[config.mk]
export PLATFORM = sky130hd
export DESIGN_NAME = dsf_flags
export DESIGN_NICKNAME = d
export VERILOG_FILES = /design/src/dsf_pkg.sv /design/src/dsf_flags.sv
export SDC_FILE = /design/constraint.sdc
export NUM_CORES = 1
export LEC_CHECK = 0
export BUFFER_PORTS_ARGS = -buffer_cell sky130_fd_sc_hd__buf_2
export CAP_MARGIN = 20
export CORE_MARGIN = 2
export CORE_UTILIZATION = 55
export DETAILED_ROUTE_END_ITERATION = 6
export GPL_TIMING_DRIVEN = 0
export PLACE_DENSITY_LB_ADDON = 0.2
export SLEW_MARGIN = 10
export SYNTH_ARGS = -nofsm -noshare
export SYNTH_HDL_FRONTEND = slang
export SYNTH_SLANG_ARGS = --single-unit
export TNS_END_PERCENT = 50
[constraint.sdc]
create_clock -name core_clk -period 5.15 [get_ports core_clk]
set_input_delay 0.515 -clock core_clk [delete_from_list [all_inputs] [get_ports core_clk]]
set_output_delay 0.515 -clock core_clk [all_outputs]
set_load 0.02 [all_outputs]
[src/dsf_pkg.sv]
// Constants, types and field layout of the diagnostic status flag bank.
// Assumes a register read port driven by the serial interface logic.
// Contract
// (RULE1) Low bit 0 latches a supply power-on event; a read clears it.
// (RULE2) Low bit 1 latches regulator undervoltage; a read clears it.
// (RULE3) Low bit 2 latches over-temperature shutdown; a read clears it.
// (RULE4) Low bit 3 latches over-temperature warning; a read clears it.
// (RULE5) Low bit 4 latches battery overvoltage; a read clears it.
// (RULE6) Low bit 6 latches a remote bus wakeup; a read clears it.
// (RULE7) Low bit 7 latches a watchdog timeout; a read clears it.
// (RULE8) Mid bit 0 latches transmit low over one second; a read clears it.
// (RULE9) Mid bit 1 latches temporary shutdown entry; a read clears it.
// (RULE10) Low register shows diagnostic word bits 7 to 0.
// (RULE11) Mid register shows word bits 15 to 8; bits 7 to 2 reserved.
// (RULE12) Host accepts the warning flag possibly set after a hot power-up.
// (RULE13) Registers are 8-bit slaves, reached only by host-started reads.
// (RULE14) A condition still present at the clearing read sets the flag again.
package dsf_pkg;
  // ----------------------------------------------------------------
  // Register map
  // ----------------------------------------------------------------
  localparam logic [4:0] DSF_ADDR_LOW = 5'h08;
  localparam logic [4:0] DSF_ADDR_MID = 5'h09;
  localparam logic [7:0] DSF_RST_LOW = 8'h03;
  localparam logic [7:0] DSF_RST_MID = 8'h00;
  localparam logic [7:0] DSF_MASK_LOW = 8'hDF;
  localparam logic [7:0] DSF_MASK_MID = 8'h03;
  // ----------------------------------------------------------------
  // Timing
  // ----------------------------------------------------------------
  localparam int DSF_CLK_HZ = 100000000;
  localparam int DSF_TX_STUCK_MS = 1000;
  localparam longint DSF_TX_STUCK_CYC =
    longint'(DSF_CLK_HZ) / 1000 * DSF_TX_STUCK_MS;
  // ----------------------------------------------------------------
  // Carriers
  // ----------------------------------------------------------------
  typedef struct packed {
    logic window_watchdog_timeout;
    logic remote_wakeup;
    logic battery_overvoltage;
    logic overtemp_warning;
    logic overtemp_shutdown;
    logic regulator_undervoltage;
    logic supply_por;
    logic temporary_shutdown_entry;
  } dsf_events_s;
  typedef struct packed {
    logic read_stb;
    logic [4:0] addr;
  } dsf_rd_s;
endpackage

[src/dsf_flags.sv]
// Sticky, clear-on-read diagnostic flag bank, two 8-bit registers.
// Assumes detector levels arrive asynchronously and reads come from
// serial logic on core_clk as a one-cycle strobe with an address.
`timescale 1ns/1ps
module dsf_flags #(
  parameter longint TX_STUCK_CYC = dsf_pkg::DSF_TX_STUCK_CYC
) (
  input wire logic core_clk,
  input wire logic rst_n,
  input wire dsf_pkg::dsf_events_s events_async,
  input wire logic transmit_low_async,
  input wire dsf_pkg::dsf_rd_s rd,
  output logic [7:0] rd_data,
  output logic rd_hit,
  output logic [15:0] diagnostic_word
);
  import dsf_pkg::*;

  // The stuck counter is 40 bits wide and must reach the limit plus one.
  if (TX_STUCK_CYC < 2 || TX_STUCK_CYC > 64'h00FF_FFFF_FFFE) begin : g_bad
    $error("TX_STUCK_CYC out of range");
  end

  // ----------------------------------------------------------------
  // Input synchronisers
  // ----------------------------------------------------------------
  // Detector levels come from analog domains; two flops each.
  dsf_events_s ev_meta_ff, ev_ff;
  logic tx_meta_ff, tx_ff;
  always_ff @(posedge core_clk) begin
    if (!rst_n) begin
      ev_meta_ff <= '0;
      ev_ff <= '0;
      tx_meta_ff <= 1'b0;
      tx_ff <= 1'b0;
    end else begin
      ev_meta_ff <= events_async;
      ev_ff <= ev_meta_ff;
      tx_meta_ff <= transmit_low_async;
      tx_ff <= tx_meta_ff;
    end
  end

  // ----------------------------------------------------------------
  // Transmit stuck timer
  // ----------------------------------------------------------------
  // Counter saturates so a line held low keeps the event asserted.
  logic [39:0] tx_cnt_ff, nxt_tx_cnt;
  logic tx_stuck;
  always_comb begin
    nxt_tx_cnt = tx_cnt_ff;
    if (!tx_ff) begin
      nxt_tx_cnt = '0;
    end else if (tx_cnt_ff <= 40'(TX_STUCK_CYC)) begin
      nxt_tx_cnt = tx_cnt_ff + 40'h1;
    end
  end
  assign tx_stuck = tx_cnt_ff > 40'(TX_STUCK_CYC); // see (RULE8)
  always_ff @(posedge core_clk) begin
    if (!rst_n) begin
      tx_cnt_ff <= '0;
    end else begin
      tx_cnt_ff <= nxt_tx_cnt;
    end
  end

  // ----------------------------------------------------------------
  // Flag registers
  // ----------------------------------------------------------------
  logic [7:0] low_ff, nxt_low, mid_ff, nxt_mid;
  logic [7:0] set_low, set_mid, nxt_rd_data;
  logic rd_low, rd_mid, rd_data_en;
  logic [7:0] rd_data_ff;

  // Address decode shared by both registers.
  function automatic logic addr_hit(input dsf_rd_s r, input logic [4:0] a);
    return r.read_stb && (r.addr == a);
  endfunction

  always_comb begin
    set_low = 8'h00;
    set_low[0] = ev_ff.supply_por; // see (RULE1)
    set_low[1] = ev_ff.regulator_undervoltage; // see (RULE2)
    set_low[2] = ev_ff.overtemp_shutdown; // see (RULE3)
    set_low[3] = ev_ff.overtemp_warning; // see (RULE4) (RULE12)
    set_low[4] = ev_ff.battery_overvoltage; // see (RULE5)
    set_low[6] = ev_ff.remote_wakeup; // see (RULE6)
    set_low[7] = ev_ff.window_watchdog_timeout; // see (RULE7)
    set_mid = 8'h00;
    set_mid[0] = tx_stuck; // see (RULE8)
    set_mid[1] = ev_ff.temporary_shutdown_entry; // see (RULE9)
    rd_low = addr_hit(rd, DSF_ADDR_LOW); // see (RULE13)
    rd_mid = addr_hit(rd, DSF_ADDR_MID);
    rd_data_en = rd_low || rd_mid;
    // Refused reads leave the last answer standing for the host.
    nxt_rd_data = rd_data_ff;
    if (rd_data_en) begin
      nxt_rd_data = rd_low ? low_ff : mid_ff;
    end
    // Set beats the read clear, so a live condition reappears at once.
    nxt_low = (rd_low ? 8'h00 : low_ff) | set_low; // see (RULE14)
    nxt_low = nxt_low & DSF_MASK_LOW;
    nxt_mid = (rd_mid ? 8'h00 : mid_ff) | set_mid;
    nxt_mid = nxt_mid & DSF_MASK_MID; // see (RULE11)
  end

  always_ff @(posedge core_clk) begin
    if (!rst_n) begin
      low_ff <= DSF_RST_LOW;
      mid_ff <= DSF_RST_MID;
      rd_data_ff <= 8'h00;
    end else begin
      low_ff <= nxt_low;
      mid_ff <= nxt_mid;
      rd_data_ff <= nxt_rd_data;
    end
  end

  assign rd_data = rd_data_ff;
  assign rd_hit = rd_data_en;
  assign diagnostic_word = {mid_ff, low_ff}; // see (RULE10) (RULE11)

  // ----------------------------------------------------------------
  // Checks
  // ----------------------------------------------------------------
  // A read with no live condition must leave the register empty.
  low_cleared_a: assert property ( // see (RULE1)
    @(posedge core_clk) disable iff (!rst_n)
    rd_low && set_low == 8'h00 |=> low_ff == 8'h00)
    else $error("low register not cleared by read");

  mid_cleared_a: assert property ( // see (RULE9)
    @(posedge core_clk) disable iff (!rst_n)
    rd_mid && set_mid == 8'h00 |=> mid_ff == 8'h00)
    else $error("mid register not cleared by read");

  read_data_a: assert property ( // see (RULE10)
    @(posedge core_clk) disable iff (!rst_n)
    rd_low |=> rd_data == $past(low_ff))
    else $error("read data does not match low register");

  read_mid_a: assert property ( // see (RULE11)
    @(posedge core_clk) disable iff (!rst_n)
    rd_mid |=> rd_data == $past(mid_ff))
    else $error("read data does not match mid register");

  // A refused address must not disturb the last answer.
  refused_read_a: assert property ( // see (RULE13)
    @(posedge core_clk) disable iff (!rst_n)
    !rd_hit |=> rd_data == $past(rd_data))
    else $error("read data changed without a hit");

  sticky_low_a: assert property ( // see (RULE3)
    @(posedge core_clk) disable iff (!rst_n)
    !rd_low && low_ff[2] |=> low_ff[2])
    else $error("shutdown flag lost without read");

  sticky_mid_a: assert property ( // see (RULE8)
    @(posedge core_clk) disable iff (!rst_n)
    !rd_mid && mid_ff[0] |=> mid_ff[0])
    else $error("stuck flag lost without read");

  set_wins_a: assert property ( // see (RULE14)
    @(posedge core_clk) disable iff (!rst_n)
    rd_low && ev_ff.remote_wakeup |=> low_ff[6])
    else $error("wakeup lost on clearing read");

  reserved_a: assert property ( // see (RULE11)
    @(posedge core_clk) disable iff (!rst_n)
    low_ff[5] == 1'b0 && mid_ff[7:2] == 6'h00)
    else $error("reserved bit set");

  // Each live, synchronised condition must show one cycle later.
  por_set_a: assert property ( // see (RULE1)
    @(posedge core_clk) disable iff (!rst_n)
    ev_ff.supply_por |=> low_ff[0])
    else $error("power-on flag not set");

  uv_set_a: assert property ( // see (RULE2)
    @(posedge core_clk) disable iff (!rst_n)
    ev_ff.regulator_undervoltage |=> low_ff[1])
    else $error("undervoltage flag not set");

  shutdown_set_a: assert property ( // see (RULE3)
    @(posedge core_clk) disable iff (!rst_n)
    ev_ff.overtemp_shutdown |=> low_ff[2])
    else $error("shutdown flag not set");

  warn_set_a: assert property ( // see (RULE4)
    @(posedge core_clk) disable iff (!rst_n)
    ev_ff.overtemp_warning |=> low_ff[3])
    else $error("warning flag not set");

  overvolt_set_a: assert property ( // see (RULE5)
    @(posedge core_clk) disable iff (!rst_n)
    ev_ff.battery_overvoltage |=> low_ff[4])
    else $error("overvoltage flag not set");

  wakeup_set_a: assert property ( // see (RULE6)
    @(posedge core_clk) disable iff (!rst_n)
    ev_ff.remote_wakeup |=> low_ff[6])
    else $error("wakeup flag not set");

  watchdog_set_a: assert property ( // see (RULE7)
    @(posedge core_clk) disable iff (!rst_n)
    ev_ff.window_watchdog_timeout |=> low_ff[7])
    else $error("watchdog flag not set");

  tx_stuck_a: assert property ( // see (RULE8)
    @(posedge core_clk) disable iff (!rst_n)
    !tx_ff |=> !tx_stuck)
    else $error("transmit stuck without low line");

  stuck_set_a: assert property ( // see (RULE8)
    @(posedge core_clk) disable iff (!rst_n)
    tx_stuck |=> mid_ff[0])
    else $error("stuck flag not set");

  temporary_shutdown_flag_a: assert property ( // see (RULE9)
    @(posedge core_clk) disable iff (!rst_n)
    ev_ff.temporary_shutdown_entry |=> mid_ff[1])
    else $error("shutdown entry flag not set");
endmodule

==> results of run 1 <==
-- registers in the layout, summed over array words and instances (netlist names) --
signal / flops
tx_cnt_ff: 40
ev_ff: 8
ev_meta_ff: 8
low_ff: 7
rd_data: 7
mid_ff: 2
tx_ff: 1
tx_meta_ff: 1
-- synthesized netlist by cell type (5+ instances only) --
cell type	n	area, um2
a211oi_1	11	82.6
clkbuf_1	15	56.3
and2_1	20	125
a21boi_0	6	45.0
nand2_1	53	199
dfxtp_1	74	1480
nand3b_1	7	52.6
mux2i_1	28	280
a2111oi_0	5	43.8
nor2_1	5	18.8
nand3_1	7	35.0
buf_4	8	60.1
and3_1	14	87.6
nand4_1	8	50.1
nor2b_1	6	37.5
a21oi_1	11	55.1
nand2b_1	22	138
inv_1	7	26.3
-- cells in the final DEF (no fill, tap or decap), types with 2 or more instances in the layout --
cell type and count:
and3_1 14, clkbuf_1 16, a21boi_0 6, mux2i_1 28, a2111oi_4 2, nand3b_1 7, clkbuf_8 9, nor3_1 4
nand2b_1 22, ha_1 2, inv_6 3, dfxtp_1 74, nor2b_1 6, a21oi_1 11, a211oi_1 11, a2111oi_2 2
and4_1 3, nor2_1 5, inv_1 7, nand4_1 8, nor4_1 3, and2_1 20, nand4_2 2, conb_1 8
buf_2 35, nand3_1 7, buf_1 2, a2111oi_0 5, nand2_1 53, buf_4 8, o211a_1 2
-- worst max-delay path, cell delays in order --
cell and delay, ns:
buf_2 0.10, nor4b_1 0.27, nand2_1 0.19, inv_1 0.14, clkbuf_1 0.35, buf_2 0.24
-- kinds of logic (layout without fill, tap and decap cells) --
logic type | Yosys count | count (layout) | synth area share [%]
and+or+nand+nor | 160 | 160 | 27.6
DFF | 74 | 74 | 46.0
AOI/OAI and AO/OA | 43 | 43 | 11.4
buffers and inverters | 36 | 84 | 5.48
muxes | 28 | 28 | 8.70
adders and majority gates | 2 | 2 | 0.777
other | 1 | 8 | 0.116
-- per-stage QoR --
step	cells	power [mW]
detailed placement	455	0.648
global placement	455	0.647
floorplan	351	0.633
CTS	471	1.10
global route	471	1.14
finish	471	1.09
-- cell type report --
class	count	share of cell area, %
plain buffers	29	4.06
well taps	72	2.44
inverters	7	0.710
clock buffers	10	3.45
flip-flops and latches	74	40.1
multi-input cells	241	43.0
repair buffers	32	4.33
clock inverters	6	1.96
-- power breakdown --
part           switching, mW  total, mW  leakage [nW]  internal [mW]
Sequential           0.00426      0.586         0.601          0.581
Combinational         0.0278     0.0492         0.702         0.0214
Clock                  0.229      0.459        0.0979          0.230
Total                  0.261       1.09          1.40          0.833
-- per-layer routing --
layer / routed length [um] / global-route usage (%) / share of wire [%] / vias to the layer above
met4: 110 / 9.15 / 1.7 / 0
li1: - / - / - / 1279
met2: 3070 / 35.1 / 47 / 62
met5: 0 / 0 / 0 / -
met3: 339 / 6.52 / 5.2 / 11
met1: 3020 / 28.7 / 46 / 1213
-- worst max path at each step --
stage / slack [ns] / endpoint / depth (start not counted) / from
finish: 2.82 / rd_hit / 6 / rd[1]
CTS: 2.77 / rd_hit / 6 / rd[1]
floorplan: 3.20 / rd_hit / 4 / rd[1]
detailed placement: 2.77 / rd_hit / 6 / rd[1]
global placement: 2.83 / rd_hit / 6 / rd[1]
global route: 2.68 / rd_hit / 6 / rd[1]
==> summary.txt, run 1 <==
Status
  – Outcome: finished clean

STA
  – Slew HR: 57.3%
  – Worst Tran Pin Value: 0.625 ns
  – Setup TNS: 0 ns
  – Hold violation count in the final report: 0
  – Number of setup violations in the final report: 0
  – Clock skew: 0.00606 ns
  – Crit share post-route: 45.3%
  – Worst Setup Slack, final: 2.82 ns
  – Post-layout minimum cycle time: 2.33 ns
  – Final hold slack: 0.366 ns
  – Pins over their slew limit: 0
  – FMAX: 429 MHz
  – Unrepaired setup endpoints after global routing: false

Worst setup path
  – Type of the worst setup path: in -> out
  – Crit. End Element: output pin
  – CP Launch Type: input pin
  – Reg2Reg Depth: 6
  – Reg-to-reg setup timing slack: 2.90 ns
  – Worst Path Arrival: 1.82 ns
  – CP max FO: 10
  – Worst flop-to-flop path endpoint: tx_cnt_ff[21]
  – CP required: 4.64 ns
  – Worst r2r src: tx_cnt_ff[10]

Logic synthesis
  – Post-synth EDFFs: 0
  – Post-synthesis cell area: 3220 um2
  – Prevailing post-synth register cell: dfxtp_1
  – Synth unique cells: 40
  – Avg Inst Size Synth: 9.37 um2
  – FF+latch count, synth: 74
  – Register area share after synthesis: 46.0%
  – Post-synth ARST share: 0%
  – Gate Count Post-Synth: 344
  – Ys Warns: 0

Min path
  – WHS Endpoint: ev_meta_ff[1]
  – Hold path startpoint: events_async[1]
  – Hold path depth: 2
  – Worst Hold Class: in -> reg

Layout
  – Layout cells sized above 1: 17.3%
  – Area of the multi-input gates: 1590 um2
  – Final Net Count: 413
  – Sequential Area: 1480 um2
  – Layout fillers: 457
  – Synth-to-layout area growth: 14.8%
  – Final Core Density: 66.4%
  – Post-route cell area: 3700 um2
  – Ant. Diodes: 0

Drt
  – DRT Wirelength: 6540 um
  – Drt pass-1 iters: 4
  – DRT antenna net count: 0
  – Initial DRC count: 130
  – Routed len/inst: 13.9 um
  – Remaining DRCs: 0
  – Vias after detailed routing: 2565
  – Vias per cell: 5.45

Die
  – Row Count: 27
  – Starting density of the core: 57.8%
  – Full die area: 6490 um2
  – Die Ht: 80.5 um
  – Die X: 80.5 um
  – # IOs: 42
  – CORE AREA: 5570 um2

Place
  – Post-DP HPWL: 4570 um
  – Routability congestion estimate: 0.870
  – Placed instance area: 3500 um2
  – Port bufs: 32
  – Pre-CTS setup slack: 2.77 ns

Global route
  – Total global routing overflow: 0
  – First-pass GRT wire length: 11000 um
  – GRT Util Overall: 22.3%
  – Vias in the first global route: 2387
  – Largest net degree at the start of global routing: 15
  – Initial antenna violation count: 0

Job
  – Number of max-cap violations: 0

Clock tree
  – Clk slew on worst S/H paths: 0.08 ns
  – H-tree levels: 3
  – CTS resizes: 0
  – Hold-fix buffers, CTS: 0
  – Worst skew pair latency: 0.35 ns
  – CTS tree: yes
  – Deepest clock path buffer count: 2
  – Root Driver: clkbuf_8
  – Setup Buffers After CTS: 0
  – Total CTS buffers: 9
  – Clock Sinks: 74

Power and ir drop
  – LEAKAGE: 1.40 nW
  – PwrDens: 296 nW/um2
  – Peak VDD IR: 0.306 mV
Note: power is estimated with default switching activity, not from simulation.
==> run 2: changes to the inputs <==
- clock period: 5.15 -> 2.2 ns (I/O delays scaled with it)
==> summary.txt, run 2 (synthesis results as in run 1) <==
Drt
  – Remaining DRCs: 0 (unchanged)
  – Vias per cell: 5.51 (+1.1%)
  – Routed len/inst: 14.2 um (+1.9%)
  – Initial DRC count: 174 (+34%)
  – DRT antenna net count: 0 (unchanged)
  – Drt pass-1 iters: 5 (+1)
  – Vias after detailed routing: 2594 (+1.1%)
  – DRT Wirelength: 6670 um (+1.9%)

STA
  – Hold violation count in the final report: 0 (unchanged)
  – Clock skew: 0.00679 ns (+0.000736 ns)
  – Number of setup violations in the final report: 0 (unchanged)
  – Final hold slack: 0.0697 ns (-0.296 ns)
  – Worst Tran Pin Value: 0.541 ns (-0.0838 ns)
  – Unrepaired setup endpoints after global routing: true
  – FMAX: 466 MHz
  – Pins over their slew limit: 0 (unchanged)
  – Slew HR: 63.8% (+6.6 points)
  – Crit share post-route: 97.5%
  – Post-layout minimum cycle time: 2.14 ns
  – Setup TNS: 0 ns (unchanged)
  – Worst Setup Slack, final: 0.0558 ns (-2.76 ns)

Power and ir drop
  – Sw frac: 23.9% (about the same)
  – LEAKAGE: 1.43 nW (+2.2%)
  – Int Pwr: 1.95 mW (+130%)
  – Power, Total: 2.56 mW (+130%)
  – PwrDens: 679 nW/um2 (+130%)
  – Clock share of power: 41.9% (about the same)
  – Sequential share of power: 53.5% (about the same)
  – Net load switching power: 0.611 mW (+130%)
  – Comb pwr share: 4.5% (about the same)
  – Peak VDD IR: 0.717 mV (+130%)

Worst setup path
  – Max incr delay on CP: 0.41 ns (+0.06 ns)
  – Critical path's slowest cell: a2111oi_2
  – CP Launch Type: flop
  – Worst Path Arrival: 2.43 ns (+0.61 ns)
  – Critical path cell sequence: nor4_4 -> and4b_1 -> nand4_4 -> buf_6 -> a2111oi_2 -> mux2i_1
  – Type of the worst setup path: reg -> reg
  – Crit. End Element: flop
  – CP required: 2.48 ns (-2.16 ns)
  – CP max FO: 10 (unchanged)

Job
  – Number of max-cap violations: 0 (unchanged)

Global route
  – Largest net degree at the start of global routing: 15 (unchanged)
  – First-pass GRT wire length: 11000 um (unchanged)
  – Vias in the first global route: 2387 (unchanged)
  – Total global routing overflow: 0 (unchanged)
  – Initial antenna violation count: 0 (unchanged)
  – GRT Util Overall: 22.3% (unchanged)

Clock tree
  – Setup Buffers After CTS: 0 (unchanged)
  – Clock Sinks: 74 (unchanged)
  – H-tree levels: 3 (unchanged)
  – Deepest clock path buffer count: 2 (unchanged)
  – Worst skew pair latency: 0.35 ns (about the same)
  – Hold-fix buffers, CTS: 0 (unchanged)
  – CTS resizes: 0 (unchanged)
  – CTS tree: yes
  – Total CTS buffers: 9 (unchanged)
  – Clk slew on worst S/H paths: 0.08 ns (about the same)
  – Root Driver: clkbuf_8

Die
  – Die Ht: 80.5 um (unchanged)
  – Die X: 80.5 um (unchanged)
  – CORE AREA: 5570 um2 (unchanged)
  – # IOs: 42 (unchanged)
  – Starting density of the core: 57.8% (unchanged)
  – Full die area: 6490 um2 (unchanged)
  – Row Count: 27 (unchanged)

Place
  – Pre-CTS setup slack: 0.0424 ns (-2.73 ns)
  – Post-Place Cells: 455 (unchanged)
  – Post-DP HPWL: 4570 um (unchanged)
  – Placed instance area: 3500 um2 (unchanged)
  – Port bufs: 32 (unchanged)
  – Routability congestion estimate: 0.870 (unchanged)

Layout
  – Final Core Density: 67.6% (+1.3 points)
  – Layout cells sized above 1: 20.1% (+2.8 points)
  – Biggest register: tx_cnt_ff
  – Layout fillers: 450 (-1.5%)
  – Post-route cell area: 3770 um2 (+1.9%)
  – Finished Layout Cells: 471 (unchanged)
  – Max reg flops: 40 (unchanged)
  – Final Net Count: 413 (unchanged)
  – Top flop regs: tx_cnt_ff: 40 flops, ev_ff: 8 flops, ev_meta_ff: 8 flops
  – Leading cell type in the layout, fill and taps excluded: dfxtp_1
  – Commonest non-fill, non-tap cells in the layout: 74 x dfxtp_1, 53 x nand2_1, 34 x buf_2, 28 x mux2i_1, 22 x nand2b_1
  – Ant. Diodes: 0 (unchanged)
  – Synth-to-layout area growth: 17.0%

Min path
  – Worst Hold Class: in -> reg

Status
  – Outcome: finished clean
## run 2: cell types whose count changed in the layout (fill, tap and decap cells not counted), sizes merged
cell	previous run	this run
buf	46	44
clkbuf	25	27
## run 2: final cells by class
type	instances	area, um2	area share (%)
plain buffers	29	159	4.22
clock buffers	10	128	3.39
clock inverters	6	72.6	1.93
inverters	7	26.3	0.697
multi-input cells	241	1650	43.8
flip-flops and latches	74	1480	39.3
well taps	72	90.1	2.39
repair buffers	32	160	4.25
## run 2: power by group through the flow
stage / clock network [mW] / registers [mW] / logic (mW)
2_1_floorplan: 0 / 1.41 / 0.0729
6_report: 1.07 / 1.37 / 0.116
5_1_grt: 1.16 / 1.37 / 0.129
3_3_place_gp: 0 / 1.40 / 0.112
4_1_cts: 1.10 / 1.37 / 0.116
3_5_place_dp: 0 / 1.40 / 0.115
## run 2: worst max-delay path: cells and delay by family (launching register included)
family                 cells  cell delay, ns
multiplexers               1            0.23
flip-flops                 1            0.39
AO/OA/AOI/OAI              1            0.41
AND/OR/NAND/NOR            3            0.82
buffers and inverters      1            0.23
## run 2: path summary, 6_finish.rpt
kind                                       from             to  slack, ns  cells past startpoint
worst min register to register         ev_ff[1]      low_ff[0]       0.44                      1
worst max-delay path              tx_cnt_ff[10]  tx_cnt_ff[23]       0.06                      6
worst min-delay path            events_async[1]  ev_meta_ff[1]       0.07                      2
worst max register to register    tx_cnt_ff[10]  tx_cnt_ff[23]       0.06                      6
## run 2: routing by layer
metal / up-vias / part of all wire (%) / global-route usage, %
met4: 0 / 1.5 / 9.15
met1: 1221 / 46 / 28.7
li1: 1282 / - / -
met2: 78 / 47 / 35.1
met3: 13 / 4.9 / 6.52
met5: - / 0 / 0
